$ cat src/hw/sipd_defs.svh
// Offsets, subindices, bit positions and reset values of the process data map
`ifndef SIPD_DEFS_SVH
`define SIPD_DEFS_SVH
`define SIPD_IDX_SLAVE_FRAME   16'h6000
`define SIPD_IDX_SAFE_IN       16'h6001
`define SIPD_IDX_PLAIN_IN      16'h6002
`define SIPD_IDX_MASTER_FRAME  16'h7000
`define SIPD_IDX_SAFE_OUT      16'h7001
`define SIPD_IDX_PLAIN_OUT     16'h7002
`define SIPD_SUB_COUNT         8'h00
`define SIPD_SUB_FIRST         8'h01
`define SIPD_SUB_SECOND        8'h02
`define SIPD_SUB_THIRD         8'h03
`define SIPD_BIT_CONN          4
`define SIPD_BIT_TERM          5
`define SIPD_BIT_UNIT_OK       6
`define SIPD_BIT_PWR_ERR       7
`define SIPD_CHANNELS          4
`define SIPD_CH_MSB            3
`define SIPD_RSVD_LSB          4
`define SIPD_RSVD_MSB          7
`define SIPD_RST_BYTE          8'h00
`define SIPD_RST_WORD          16'h0000
`define SIPD_RSVD_NIBBLE       4'h0
`define SIPD_ABORT_NOT_CYCLIC  8'h01
`endif

$ cat src/hw/sipd_pkg.sv
// Types of the safety input process data map
`default_nettype none
package sipd_pkg;
  typedef struct packed {
    logic [7:0]  command;
    logic [15:0] connection_ident;
    logic [15:0] check_word;
  } sipd_frame_s;

  typedef struct packed {
    logic [3:0] channel_value;
    logic [3:0] channel_status;
    logic       connection_ok;
    logic       terminal_ok;
    logic       unit_ok;
    logic       supply_fault;
  } sipd_unit_s;

  typedef enum logic [1:0] {
    SIPD_IDLE  = 2'b01,
    SIPD_ABORT = 2'b10
  } sipd_msg_e;
endpackage : sipd_pkg
`default_nettype wire

$ cat src/hw/sipd_map.sv
// Cyclic process data image of a four-channel safety input unit
`timescale 1ns/1ps
`default_nettype none
`include "sipd_defs.svh"

// Function
// Objects exchanged cyclically only; messages refused
// Plain input byte one bits 0-3 channel values
// Bit four carries safety connection state
// Bit five carries combined terminal health
// Bit six carries unit normal state
// Bit seven flags input supply fault
// Plain input byte two bits 0-3 channel status
// Byte two bits four to seven reserved
// Controller keeps first plain output byte zero
// Controller keeps second plain output byte reserved
// All objects zero after reset; reserved zero
// Update and latch once per cyclic exchange
module sipd_map #(
  parameter int CHANNELS = `SIPD_CHANNELS // Safety input channels served
) (
  input  wire logic               ref_clk,        // 10 MHz clock
  input  wire logic               arst_n,         // Async reset, active low
  input  wire logic               cycle_strobe,   // One-cycle pulse per cyclic exchange
  input  wire sipd_pkg::sipd_unit_s unit_state,   // Live unit status
  input  wire sipd_pkg::sipd_frame_s slave_frame_in, // Frame from safety logic
  input  wire logic [7:0]         safety_in_data, // Safety input byte source
  input  wire sipd_pkg::sipd_frame_s master_frame_rx, // Frame from controller
  input  wire logic [7:0]         safety_out_rx,  // Safety output byte from controller
  input  wire logic [7:0]         plain_out_rx_first,  // Reserved output byte one
  input  wire logic [7:0]         plain_out_rx_second, // Reserved output byte two
  input  wire logic               msg_req,        // Acyclic message request pulse
  input  wire logic [15:0]        msg_index,      // Message object index
  input  wire logic [7:0]         msg_subindex,   // Message subindex
  output logic                    msg_ack,        // Message answer pulse
  output logic                    msg_refused,    // Message refused with ack
  output logic [7:0]              msg_abort_code, // Refusal code
  output sipd_pkg::sipd_frame_s   slave_frame_tx, // Outgoing frame image
  output logic [7:0]              safety_input_byte,         // Outgoing safety byte
  output logic [7:0]              plain_input_values_health, // Plain input byte one
  output logic [7:0]              plain_input_channel_status, // Plain input byte two
  output sipd_pkg::sipd_frame_s   master_frame_image, // Latched controller frame
  output logic [7:0]              safety_output_byte, // Latched safety output
  output logic                    plain_out_nonzero  // Controller broke reserved bytes
);
  sipd_pkg::sipd_msg_e msg_ff;
  logic                in_map;

  // Unit record and byte layout hold exactly four channel bits
  if (CHANNELS != `SIPD_CHANNELS) begin : g_channels_check
    $error("sipd_map serves only four channels");
  end

  // Image is only ever refreshed on the cyclic strobe
  always_ff @(posedge ref_clk or negedge arst_n) begin
    if (!arst_n) begin
      slave_frame_tx    <= '{`SIPD_RST_BYTE, `SIPD_RST_WORD, `SIPD_RST_WORD};
      safety_input_byte <= `SIPD_RST_BYTE;
    end else if (cycle_strobe) begin
      slave_frame_tx    <= slave_frame_in;
      safety_input_byte <= safety_in_data;
    end
  end

  always_ff @(posedge ref_clk or negedge arst_n) begin
    if (!arst_n) begin
      plain_input_values_health  <= `SIPD_RST_BYTE;
      plain_input_channel_status <= `SIPD_RST_BYTE;
    end else if (cycle_strobe) begin
      plain_input_values_health <= {unit_state.supply_fault,
                                    unit_state.unit_ok,
                                    unit_state.terminal_ok,
                                    unit_state.connection_ok,
                                    unit_state.channel_value};
      plain_input_channel_status <= {`SIPD_RSVD_NIBBLE,
                                     unit_state.channel_status};
    end
  end

  always_ff @(posedge ref_clk or negedge arst_n) begin
    if (!arst_n) begin
      master_frame_image <= '{`SIPD_RST_BYTE, `SIPD_RST_WORD, `SIPD_RST_WORD};
      safety_output_byte <= `SIPD_RST_BYTE;
    end else if (cycle_strobe) begin
      master_frame_image <= master_frame_rx;
      safety_output_byte <= safety_out_rx;
    end
  end

  // Reserved output bytes are never stored; only a breach is reported
  always_ff @(posedge ref_clk or negedge arst_n) begin
    if (!arst_n) begin
      plain_out_nonzero <= 1'b0;
    end else if (cycle_strobe) begin
      plain_out_nonzero <= (plain_out_rx_first != `SIPD_RST_BYTE) ||
                           (plain_out_rx_second != `SIPD_RST_BYTE);
    end
  end

  // Every object of the map refuses message access, unknown ones too; in_map feeds a check
  assign in_map = ((msg_index >= `SIPD_IDX_SLAVE_FRAME && msg_index <= `SIPD_IDX_PLAIN_IN) ||
                   (msg_index >= `SIPD_IDX_MASTER_FRAME && msg_index <= `SIPD_IDX_PLAIN_OUT))
                  && msg_subindex <= `SIPD_SUB_THIRD;

  always_ff @(posedge ref_clk or negedge arst_n) begin
    if (!arst_n) begin
      msg_ff <= sipd_pkg::SIPD_IDLE;
    end else begin
      case (msg_ff)
        sipd_pkg::SIPD_IDLE:  msg_ff <= msg_req ? sipd_pkg::SIPD_ABORT : sipd_pkg::SIPD_IDLE;
        sipd_pkg::SIPD_ABORT: msg_ff <= sipd_pkg::SIPD_IDLE;
        default:              msg_ff <= sipd_pkg::SIPD_IDLE;
      endcase
    end
  end

  always_ff @(posedge ref_clk or negedge arst_n) begin
    if (!arst_n) begin
      msg_abort_code <= `SIPD_RST_BYTE;
    end else if (msg_req && msg_ff == sipd_pkg::SIPD_IDLE) begin
      msg_abort_code <= `SIPD_ABORT_NOT_CYCLIC;
    end
  end

  assign msg_ack     = (msg_ff == sipd_pkg::SIPD_ABORT);
  assign msg_refused = (msg_ff == sipd_pkg::SIPD_ABORT);

  property p_msg_refused;
    @(posedge ref_clk) disable iff (!arst_n)
      (msg_req && msg_ff == sipd_pkg::SIPD_IDLE) |=> (msg_ack && msg_refused);
  endproperty
  a_msg_refused: assert property (p_msg_refused) else $error("message not refused");

  property p_values;
    @(posedge ref_clk) disable iff (!arst_n)
      cycle_strobe |=> plain_input_values_health[`SIPD_CH_MSB:0]
                       == $past(unit_state.channel_value);
  endproperty
  a_values: assert property (p_values) else $error("channel values wrong");

  property p_conn;
    @(posedge ref_clk) disable iff (!arst_n)
      cycle_strobe |=> plain_input_values_health[`SIPD_BIT_CONN]
                       == $past(unit_state.connection_ok);
  endproperty
  a_conn: assert property (p_conn) else $error("connection bit wrong");

  property p_term;
    @(posedge ref_clk) disable iff (!arst_n)
      cycle_strobe |=> plain_input_values_health[`SIPD_BIT_TERM]
                       == $past(unit_state.terminal_ok);
  endproperty
  a_term: assert property (p_term) else $error("terminal bit wrong");

  property p_unit;
    @(posedge ref_clk) disable iff (!arst_n)
      cycle_strobe |=> plain_input_values_health[`SIPD_BIT_UNIT_OK]
                       == $past(unit_state.unit_ok);
  endproperty
  a_unit: assert property (p_unit) else $error("unit bit wrong");

  property p_pwr;
    @(posedge ref_clk) disable iff (!arst_n)
      cycle_strobe |=> plain_input_values_health[`SIPD_BIT_PWR_ERR]
                       == $past(unit_state.supply_fault);
  endproperty
  a_pwr: assert property (p_pwr) else $error("supply bit wrong");

  property p_status;
    @(posedge ref_clk) disable iff (!arst_n)
      cycle_strobe |=> plain_input_channel_status[`SIPD_CH_MSB:0]
                       == $past(unit_state.channel_status);
  endproperty
  a_status: assert property (p_status) else $error("channel status wrong");

  property p_rsvd;
    @(posedge ref_clk) disable iff (!arst_n)
      plain_input_channel_status[`SIPD_RSVD_MSB:`SIPD_RSVD_LSB] == `SIPD_RSVD_NIBBLE;
  endproperty
  a_rsvd: assert property (p_rsvd) else $error("reserved bits set");

  property p_hold;
    @(posedge ref_clk) disable iff (!arst_n)
      !cycle_strobe |=> $stable(master_frame_image) && $stable(slave_frame_tx)
                        && $stable(safety_output_byte);
  endproperty
  a_hold: assert property (p_hold) else $error("image changed outside exchange");

  property p_latch;
    @(posedge ref_clk) disable iff (!arst_n)
      cycle_strobe |=> master_frame_image == $past(master_frame_rx)
                       && safety_input_byte == $past(safety_in_data);
  endproperty
  a_latch: assert property (p_latch) else $error("exchange not latched");

  property p_frame_out;
    @(posedge ref_clk) disable iff (!arst_n)
      cycle_strobe |=> slave_frame_tx == $past(slave_frame_in)
                       && safety_output_byte == $past(safety_out_rx);
  endproperty
  a_frame_out: assert property (p_frame_out) else $error("outgoing frame not latched");

  property p_plain_hold;
    @(posedge ref_clk) disable iff (!arst_n)
      !cycle_strobe |=> $stable(plain_input_values_health) && $stable(plain_input_channel_status)
                        && $stable(safety_input_byte) && $stable(plain_out_nonzero);
  endproperty
  a_plain_hold: assert property (p_plain_hold) else $error("bytes moved between exchanges");

  property p_rsvd_flag;
    @(posedge ref_clk) disable iff (!arst_n)
      cycle_strobe |=> plain_out_nonzero == ($past(plain_out_rx_first) != `SIPD_RST_BYTE
                                             || $past(plain_out_rx_second) != `SIPD_RST_BYTE);
  endproperty
  a_rsvd_flag: assert property (p_rsvd_flag) else $error("reserved breach flag wrong");

  // Even a well-formed map object address is refused
  property p_map_refused;
    @(posedge ref_clk) disable iff (!arst_n)
      (msg_req && in_map && msg_ff == sipd_pkg::SIPD_IDLE) |=> msg_refused
        && msg_abort_code == `SIPD_ABORT_NOT_CYCLIC;
  endproperty
  a_map_refused: assert property (p_map_refused) else $error("map object not refused");

  property p_ack_pulse;
    @(posedge ref_clk) disable iff (!arst_n)
      msg_ack |=> !msg_ack;
  endproperty
  a_ack_pulse: assert property (p_ack_pulse) else $error("answer longer than one cycle");

  // Looked at on release only; before the first edge the registers are still unknown
  property p_reset_image;
    @(posedge ref_clk) disable iff (!arst_n)
      $rose(arst_n) |-> slave_frame_tx == {`SIPD_RST_BYTE, `SIPD_RST_WORD, `SIPD_RST_WORD}
        && master_frame_image == {`SIPD_RST_BYTE, `SIPD_RST_WORD, `SIPD_RST_WORD}
        && safety_input_byte == `SIPD_RST_BYTE && safety_output_byte == `SIPD_RST_BYTE
        && plain_input_values_health == `SIPD_RST_BYTE
        && plain_input_channel_status == `SIPD_RST_BYTE
        && msg_abort_code == `SIPD_RST_BYTE && !plain_out_nonzero && !msg_ack;
  endproperty
  a_reset_image: assert property (p_reset_image) else $error("image not zero after reset");
endmodule : sipd_map
`default_nettype wire

$ cat config.mk
export PLATFORM = sky130hd
export DESIGN_NAME = sipd_map
export DESIGN_NICKNAME = d
export VERILOG_FILES = /design/src/hw/sipd_pkg.sv /design/src/hw/sipd_map.sv
export VERILOG_INCLUDE_DIRS = /design/src /design/src/hw
export SDC_FILE = /design/constraint.sdc
export NUM_CORES = 1
export LEC_CHECK = 0
export ABC_CLOCK_PERIOD_IN_PS = 900
export BUFFER_PORTS_ARGS = -buffer_cell sky130_fd_sc_hd__buf_2
export CORE_UTILIZATION = 38
export DETAILED_ROUTE_END_ITERATION = 12
export PLACE_DENSITY = 0.74
export SKIP_LAST_GASP = 1
export SLEW_MARGIN = 15
export SYNTH_ARGS = -nofsm -noshare
export SYNTH_HDL_FRONTEND = slang
export SYNTH_SLANG_ARGS = --single-unit
$ cat constraint.sdc
create_clock -name ref_clk -period 0.9 [get_ports ref_clk]
set_clock_uncertainty 0.1 [all_clocks]
set_input_delay 0.045 -clock ref_clk [delete_from_list [all_inputs] [get_ports ref_clk]]
set_output_delay 0.045 -clock ref_clk [all_outputs]
set_load 0.1 [all_outputs]
==> PnR_summary.wiki, run 1 <==
{| class="wikitable"
! Metric !! Value
|-
| Status || aborted with a tool error
|-
| Stage at which the run stopped || global routing (5_1_grt)
|-
| Error message || [ERROR GRT-0232] Routing congestion too high. Check the congestion heatmap in the GUI.
|-
| Clock Tree Root || sky130_fd_sc_hd__clkbuf_16
|-
| TritonCTS buffer count || 9
|-
| Mean cell area of the mapped netlist || between 15 and 20 µm²
|-
| DP HPWL || about 11000 µm
|-
| Overflow left after global routing || between 200 and 300
|-
| DP Area || ~8600 µm²
|-
| Number of ports placed on the die boundary || 275
|-
| Yosys warning total || 0
|-
| Worst endpoint, post-GRT repair || msg_ack
|-
| Initial core utilization || roughly 40%
|-
| Number of port buffers || ~240
|-
| Gate count after technology mapping || roughly 260
|-
| Setup slack at placement || -0.2091 ns
|-
| Total routing resource utilization after global routing || 86.55%
|-
| Number of placement rows || 38
|-
| Register area share after synthesis || 64.47%
|-
| Number of antenna violations at the first check in global routing || 9
|-
| Clock sink count || about 110
|-
| Die span in y || around 110 µm
|-
| Kind of the worst endpoint || output port
|-
| Mapped cell area || 4349 µm²
|-
| Register bit total from synthesis || 112
|-
| Maximum buffer depth of the clock tree || 2
|-
| Number of distinct library cells after synthesis || 15
|-
| Maximum level of the CTS H-tree || 3
|-
| Maximum number of pins on one net before global-route repair || 35
|-
| Die span in x || 109.0 µm
|-
| Global placement routability congestion || about 0.83
|}
-- synth_stat cells --
cell,number,area [µm²]
sky130_fd_sc_hd__buf_6,7,78.83
sky130_fd_sc_hd__clkbuf_8,5,68.82
sky130_fd_sc_hd__nor4_2,3,37.54
sky130_fd_sc_hd__inv_1,1,3.750
sky130_fd_sc_hd__nand2b_1,2,12.51
sky130_fd_sc_hd__nand4_1,1,6.260
sky130_fd_sc_hd__conb_1,1,3.750
sky130_fd_sc_hd__nand3b_1,1,7.510
sky130_fd_sc_hd__nor2_1,1,3.750
sky130_fd_sc_hd__nor2b_1,1,6.260
sky130_fd_sc_hd__buf_4,12,90.09
sky130_fd_sc_hd__dfstp_2,1,26.28
sky130_fd_sc_hd__dfrtp_1,111,2778
sky130_fd_sc_hd__mux2_2,108,1216
sky130_fd_sc_hd__o32a_1,1,10.01
-- metal layers --
metal	track usage (%)	GRT overflow
met3	70.59	0
met2	103.4	178
met5	15.63	0
met4	97.01	90
met1	84.28	1
-- stage by stage --
stage / std cells / TNS [ns]
3_5_place_dp: 742 / -12.73
4_1_cts: 878 / -46.53
2_1_floorplan: 266 / -24.61
3_3_place_gp: 742 / -9.569
-- cells by family after synthesis --
logic type / synth area share, %
flip-flops: 64.47
multiplexers: 27.96
buffers and inverters: 5.553
AND/OR/NAND/NOR: 1.698
AO/OA/AOI/OAI: 0.2302
other: 0.08622
-- timing repair --
item,4_1_cts
buffers inserted,10
gates cloned,0
hold buffers,110
gates resized for setup,122
hold endpoints to repair,224
setup endpoints to repair,223
==> run 2, diff against run 1 <==
- ABC_CLOCK_PERIOD_IN_PS: 900 -> 1150
- CORE_UTILIZATION: 38 -> 25
- PLACE_DENSITY: 0.74 -> default
- PLACE_DENSITY_LB_ADDON: default -> 0.15
- clock period: 0.9 -> 1.15 ns (I/O delays scaled with it)
==> PnR_summary.wiki, run 2 <==
{| class="wikitable"
! Metric !! Value
|-
| Status || finished, violations left
|-
| Violated checks || negative hold slack, negative setup slack
|-
| Share of total power consumed by net switching || about two fifths
|-
| Gr busiest metal || met2
|-
| Most frequent cells in the layout || sky130_fd_sc_hd__buf_2 (122), sky130_fd_sc_hd__buf_12 (118), sky130_fd_sc_hd__dlygate4sd3_1 (115)
|-
| Count of hold buffers inserted by post-cts repair || 115
|-
| Number of distinct library cells after synthesis || 15
|-
| Cell type of the slowest stage on the worst timing path || sky130_fd_sc_hd__dfstp_2
|-
| Clock sink count || roughly 110
|-
| End-of-flow core utilization || 54.02%
|-
| TritonCTS clock tree || built
|-
| DP HPWL || 8563 µm
|-
| Critical setup path kind || reg2out
|-
| Worst vdd ir || approximately 0.68 mV
|-
| Floorplan die area || between 15000 and 20000 µm²
|-
| Total routing resource utilization after global routing || roughly 14%
|-
| Final Max Tran Viols || 0
|-
| Count of placed standard cells in the final layout, fillers left out || roughly 840
|-
| Maximum level of the CTS H-tree || 3
|-
| Number of port buffers || 239
|-
| Fraction of final layout cells with drive strength greater than 1 || roughly four fifths
|-
| Commonest non-fill, non-tap cell in the layout || sky130_fd_sc_hd__buf_2
|-
| Initial core utilization || roughly 26%
|-
| Combinational Power Share || 42.2%
|-
| Setup slack at placement || 0.07087 ns
|-
| Die span in y || about 130 µm
|-
| Most numerous cell in the Yosys netlist || sky130_fd_sc_hd__dfrtp_1
|-
| Max FO, Critical Path || 2
|-
| Post-synthesis async set-or-reset flop share || 100.0%
|-
| DP Area || 7587 µm²
|-
| First-pass iteration count of the detailed router || 4
|-
| Final setup violation count || 2
|-
| Worst Path Arrival || 1.12 ns
|-
| Setup crit start kind || flip-flop
|-
| Hold Fails Final Rpt || 1
|-
| Diodes inserted || 0
|-
| Total Wirelength || ~12000 µm
|-
| Overflow left after global routing || 0
|-
| Hold slack || -0.01322 ns
|-
| Final cycle utilization of the critical path || 111.0%
|-
| Instance count after placement with tap cells included || 709
|-
| Die span in x || 133.9 µm
|-
| Top FF cell, synth || sky130_fd_sc_hd__dfrtp_1
|-
| Maximum achievable frequency || 783.7 MHz
|-
| Hold_sp || plain_out_rx_first[0]
|-
| Grt met1 use || between 10% and 20%
|-
| Register area || around 2900 µm²
|-
| Worst skew pair latency || 0.35 ns
|-
| CP peak stage delay || approximately 0.56 ns
|-
| CP Capture Type || primary output
|-
| TritonCTS buffer count || 9
|-
| Cell accounting for the most synthesized area || sky130_fd_sc_hd__dfrtp_1
|-
| Vias in the first global route || 3801
|-
| RSZ-0062 raised after global routing || yes
|-
| Area share of the largest cell type after synthesis || a little under two thirds
|-
| GR Layer Usage met2 || about 24%
|-
| Clock network fraction of total power || roughly a quarter
|-
| Final period demand of the worst path || around 1.3 ns
|-
| Main area contributors after synthesis || sky130_fd_sc_hd__dfrtp_1 (64%), sky130_fd_sc_hd__mux2_2 (28%), sky130_fd_sc_hd__buf_4 (2.1%)
|-
| DRC violation count after routing || 0
|-
| Startpoint of the lowest-slack register-to-register path || msg_ff[0]
|-
| Leakage power summed over all cells || 3.925 nW
|-
| Global placement routability congestion || roughly 0.75
|-
| Cell internal power dissipation || roughly 8.6 mW
|-
| Number of placement rows || 47
|-
| Clock Tree Root || sky130_fd_sc_hd__clkbuf_16
|-
| Area taken by multi-input logic gates || 1360 µm²
|-
| Total power density per cell area || ~1500 nW/µm²
|-
| Ordered list of cells on the worst path || nor2b_4, buf_12
|-
| Number of ports placed on the die boundary || 275
|-
| Number of antenna violations at the first check in global routing || 0
|-
| Wire length of the first global-routing pass || approximately 19000 µm
|-
| Mapped cell area || roughly 4300 µm²
|-
| Part of the total power dissipated in sequential elements || approximately 34%
|-
| Fraction of met3 tracks used by global routing || under 10%
|-
| Maximum buffer depth of the clock tree || 2
|-
| Via count || ~3400
|-
| Starting DRT DRC Count || 39
|-
| Register bit total from synthesis || 112
|-
| Average detailed-routed wire length per instance || between 10 and 15 µm
|-
| Final worst setup slack || -0.1260 ns
|-
| Area growth from synthesis to layout || 108.2%
|-
| Gate count after technology mapping || roughly 260
|-
| Register area share after synthesis || 64.47%
|-
| Mean cell area of the mapped netlist || 16.99 µm²
|-
| Final antenna-violating net count || 0
|-
| Nets || 764
|-
| Path type of the worst min-delay path || in2reg
|-
| Number of violations of the max-capacitance limit || 0
|-
| Largest registers || master_frame_image: 40 flops, slave_frame_tx: 40 flops
|-
| Design area || 9054 µm²
|-
| Switching power || roughly 5.4 mW
|-
| Most common library cells after synthesis || sky130_fd_sc_hd__dfrtp_1 (111), sky130_fd_sc_hd__mux2_2 (108), sky130_fd_sc_hd__buf_4 (12), sky130_fd_sc_hd__buf_6 (7), sky130_fd_sc_hd__clkbuf_8 (5)
|-
| Data required time at the worst endpoint || just under 1 ns
|-
| Area of the core || between 15000 and 20000 µm²
|-
| Vias per cell || between 4 and 5
|-
| Critical path origin || msg_ff[0]
|-
| Maximum number of pins on one net before global-route repair || 51
|-
| Fill count || roughly 1400
|-
| Count of flip-flops with a built-in enable after synthesis || 0
|-
| Yosys warning total || 0
|-
| Register clock-pin slew on the reported worst setup and hold paths || around 0.07 ns
|}
run 2: worst paths after layout:
check	end	slack, ns	cells after the start
max	msg_ack	-0.13	2
min	plain_out_nonzero	-0.01	4
max reg2reg	msg_abort_code[0]	0.22	2
min reg2reg	msg_abort_code[0]	0.43	1
max in group asynchronous	msg_ff[0]	0.36	3
min in group asynchronous	slave_frame_tx[11]	0.02	2
run 2: repair_timing:
item | in CTS | in global routing
pin swaps | 0 | 3
resized for setup | 0 | 2
setup buffers | 0 | 0
hold endpoints to repair | 223 | 1
setup endpoints to repair | 2 | 3
run 2: cell type report:
cell class                      count  share of cell area (%)
Multi-Input combinational cell    129                   15.02
Tap cell                          220                   3.040
Timing Repair Buffer              359                   45.88
Clock inverter                      2                  0.3870
Clock buffer                       14                   3.137
Inverter                            1                 0.04146
Sequential cell                   112                   32.49
run 2: metrics by stage:
stage / TNS [ns] / total power, mW
final: -0.2518 / 14.01
after global routing: -0.3413 / 14.55
after CTS: -0.3012 / 14.24
after detailed placement: 0 / 10.55
after global placement: 0 / 10.49
after floorplan: -0.1925 / 8.221
run 2: cell families after synthesis:
kind of cell / Yosys count / share of synthesized area [%]
simple gates: 9 / 1.698
compound gates: 1 / 0.2302
other cells: 1 / 0.08622
buf+inv: 25 / 5.553
flops: 112 / 64.47
mux: 108 / 27.96
run 2: critical path: cells and delay by family, from the launching register on:
kind,cells,cell delay (ns)
flops,1,0.56
buf+inv,1,0.16
simple gates,1,0.05
run 2: power by group through the flow:
| stage | sequential [mW] | clock, mW | combinational (mW) |
|---|---|---|---|
| 6_report | 4.81 | 3.28 | 5.92 |
| 5_1_grt | 4.86 | 3.59 | 6.09 |
| 4_1_cts | 4.82 | 3.46 | 5.96 |
| 3_5_place_dp | 4.90 | 0 | 5.65 |
| 3_3_place_gp | 4.87 | 0 | 5.62 |
| 2_1_floorplan | 7.49 | 0 | 0.726 |
run 2: metal layers:
| metal | part of all wire, % | up-vias | routed length (µm) |
|---|---|---|---|
| met4 | 1.9 | 0 | 227 |
| met2 | 53 | 138 | 6311 |
| met1 | 37 | 1629 | 4433 |
| met5 | 0 | - | 0 |
| met3 | 8.1 | 13 | 968 |
| li1 | - | 1578 | - |
No activity file was read; power rests on OpenSTA's default activity.
==> run 3, diff against run 2 <==
- CORE_AREA: default -> 2 2 107 109
- CORE_UTILIZATION: 25 -> default
- DIE_AREA: default -> 0 0 109 111
- GPL_TIMING_DRIVEN: default -> 0
==> PnR_summary.wiki, run 3 (synthesis results as in run 2) <==
{| class="wikitable"
! Metric !! Value
|-
| Leakage power summed over all cells || 3.628 nW
|-
| Initial core utilization || roughly 39%
|-
| Final worst setup slack || -0.2043 ns
|-
| Average detailed-routed wire length per instance || roughly 16 µm
|-
| TritonCTS buffer count || 9
|-
| Register clock-pin slew on the reported worst setup and hold paths || 0.06 ns
|-
| Nets || 780
|-
| Wire length of the first global-routing pass || between 15000 and 20000 µm
|-
| Worst vdd ir || 1.259 mV
|-
| Total routing resource utilization after global routing || roughly a fifth
|-
| Worst skew pair latency || 0.33 ns
|-
| Maximum buffer depth of the clock tree || 2
|-
| Maximum achievable frequency || between 700 and 800 MHz
|-
| Clock Tree Root || sky130_fd_sc_hd__clkbuf_16
|-
| Die span in y || ~110 µm
|-
| Hold slack || roughly 0.0055 ns
|-
| Worst Path Arrival || roughly 1.2 ns
|-
| Most frequent cells in the layout || sky130_fd_sc_hd__buf_2 (121), sky130_fd_sc_hd__buf_6 (118), sky130_fd_sc_hd__dlygate4sd3_1 (115)
|-
| Number of ports placed on the die boundary || 275
|-
| Path type of the worst min-delay path || in2reg
|-
| Maximum level of the CTS H-tree || 3
|-
| DRC violation count after routing || 0
|-
| Vias in the first global route || just under 4000
|-
| Floorplan die area || ~12000 µm²
|-
| Overflow left after global routing || 0
|-
| Number of violations of the max-capacitance limit || 0
|-
| Violated checks || negative setup slack
|-
| Final setup violation count || 2
|-
| TritonCTS clock tree || built
|-
| Total power density per cell area || approximately 1600 nW/µm²
|-
| CP Capture Type || primary output
|-
| Hold Fails Final Rpt || 0
|-
| Diodes inserted || 0
|-
| Final cycle utilization of the critical path || 117.8%
|-
| Max FO, Critical Path || 2
|-
| Fraction of final layout cells with drive strength greater than 1 || 78.64%
|-
| Status || finished, violations left
|-
| Global placement routability congestion || 0.7504
|-
| Final Max Tran Viols || 0
|-
| Number of placement rows || 39
|-
| Final period demand of the worst path || about 1.4 ns
|-
| Final antenna-violating net count || 0
|-
| Commonest non-fill, non-tap cell in the layout || sky130_fd_sc_hd__buf_2
|-
| Maximum number of pins on one net before global-route repair || between 60 and 70
|-
| Vias per cell || between 4 and 5
|-
| Data required time at the worst endpoint || 0.99 ns
|-
| DP HPWL || about 7400 µm
|-
| Area of the core || between 10000 and 15000 µm²
|-
| RSZ-0062 raised after global routing || yes
|-
| Fill count || ~700
|-
| Die span in x || 109 µm
|-
| Critical setup path kind || reg2out
|-
| Largest registers || master_frame_image: 40 flops, slave_frame_tx: 40 flops
|-
| Setup crit start kind || flip-flop
|-
| Number of port buffers || roughly 240
|-
| Total Wirelength || roughly 12000 µm
|-
| Number of antenna violations at the first check in global routing || 0
|-
| End-of-flow core utilization || 72.71%
|-
| Starting DRT DRC Count || a little over 100
|-
| Clock sink count || approximately 110
|-
| First-pass iteration count of the detailed router || 4
|-
| Via count || roughly 3500
|-
| Area growth from synthesis to layout || 85.18%
|}
[run 3: cell types whose count changed in the layout (fill, tap and decap cells not counted), sizes merged]
cell	before	now
dlymetal6s4s	0	2
clkinv	1	4
clkinvlp	0	1
bufinv	1	0
buf	244	253
inv	1	2
[run 3: final timing paths]
path / end / cells after the start / from / slack, ns
worst max-delay path: msg_refused / 3 / msg_ff[0] / -0.20
min in group asynchronous: master_frame_image[7] / 2 / arst_n / 0.10
worst min register to register: msg_abort_code[0] / 1 / msg_abort_code[0] / 0.39
worst max register to register: msg_abort_code[0] / 2 / msg_ff[0] / 0.21
worst min-delay path: plain_out_nonzero / 4 / plain_out_rx_first[5] / 0.005
max in group asynchronous: plain_input_values_health[3] / 3 / arst_n / 0.16
[run 3: per-stage QoR]
stage          instance area (µm²)  worst slack (ns)  TNS, ns  power, mW  cells
2_1_floorplan                 4536           -0.1925  -0.1925      8.221    266
3_3_place_gp                  5906            -1.576  -174.62      9.000    647
5_1_grt                       8054           -0.2347  -0.4332      13.15    775
6_report                      8054           -0.2043  -0.3715      12.72    775
3_5_place_dp                  5939           0.01430        0      9.063    648
4_1_cts                       7961           -0.2148  -0.3973      12.71    780
[run 3: layout make-up]
| cell class | instances | area, µm² | area share (%) |
|---|---|---|---|
| timing repair buffer | 352 | 3087 | 38.33 |
| sequential | 112 | 2942 | 36.52 |
| multi-input combinational | 129 | 1351 | 16.78 |
| buffer | 23 | 230.2 | 2.858 |
| clock buffer | 9 | 225.2 | 2.796 |
| tap | 143 | 178.9 | 2.222 |
| clock inverter | 6 | 36.28 | 0.4505 |
| inverter | 1 | 3.754 | 0.04661 |
[run 3: critical path, stage by stage (launching register included)]
cell and delay (ns):
sky130_fd_sc_hd__dfstp_2 0.55, sky130_fd_sc_hd__nor2b_4 0.05, sky130_fd_sc_hd__buf_6 0.11, sky130_fd_sc_hd__buf_12 0.15
[run 3: routing by layer]
| metal | GRT usage [%] | vias to the layer above | share of wire [%] |
|---|---|---|---|
| li1 | - | 1618 | - |
| met1 | 22.07 | 1733 | 37 |
| met2 | 37.31 | 139 | 55 |
| met3 | 4.879 | 23 | 5.9 |
| met4 | 8.205 | 0 | 2.3 |
| met5 | 0 | - | 0 |
[run 3: power breakdown]
group	internal, mW	switching, mW
sequential	4.40	0.287
clock	1.45	1.35
combinational	1.58	3.66
[run 3: timing repair]
action                                 in CTS  in global routing
gates resized for setup                   194                 34
setup endpoints to repair                 112                 43
endpoints found under the hold margin     224                  0
pin swaps                                   0                  5
hold buffers                              117                  0
setup buffers                               0                  0
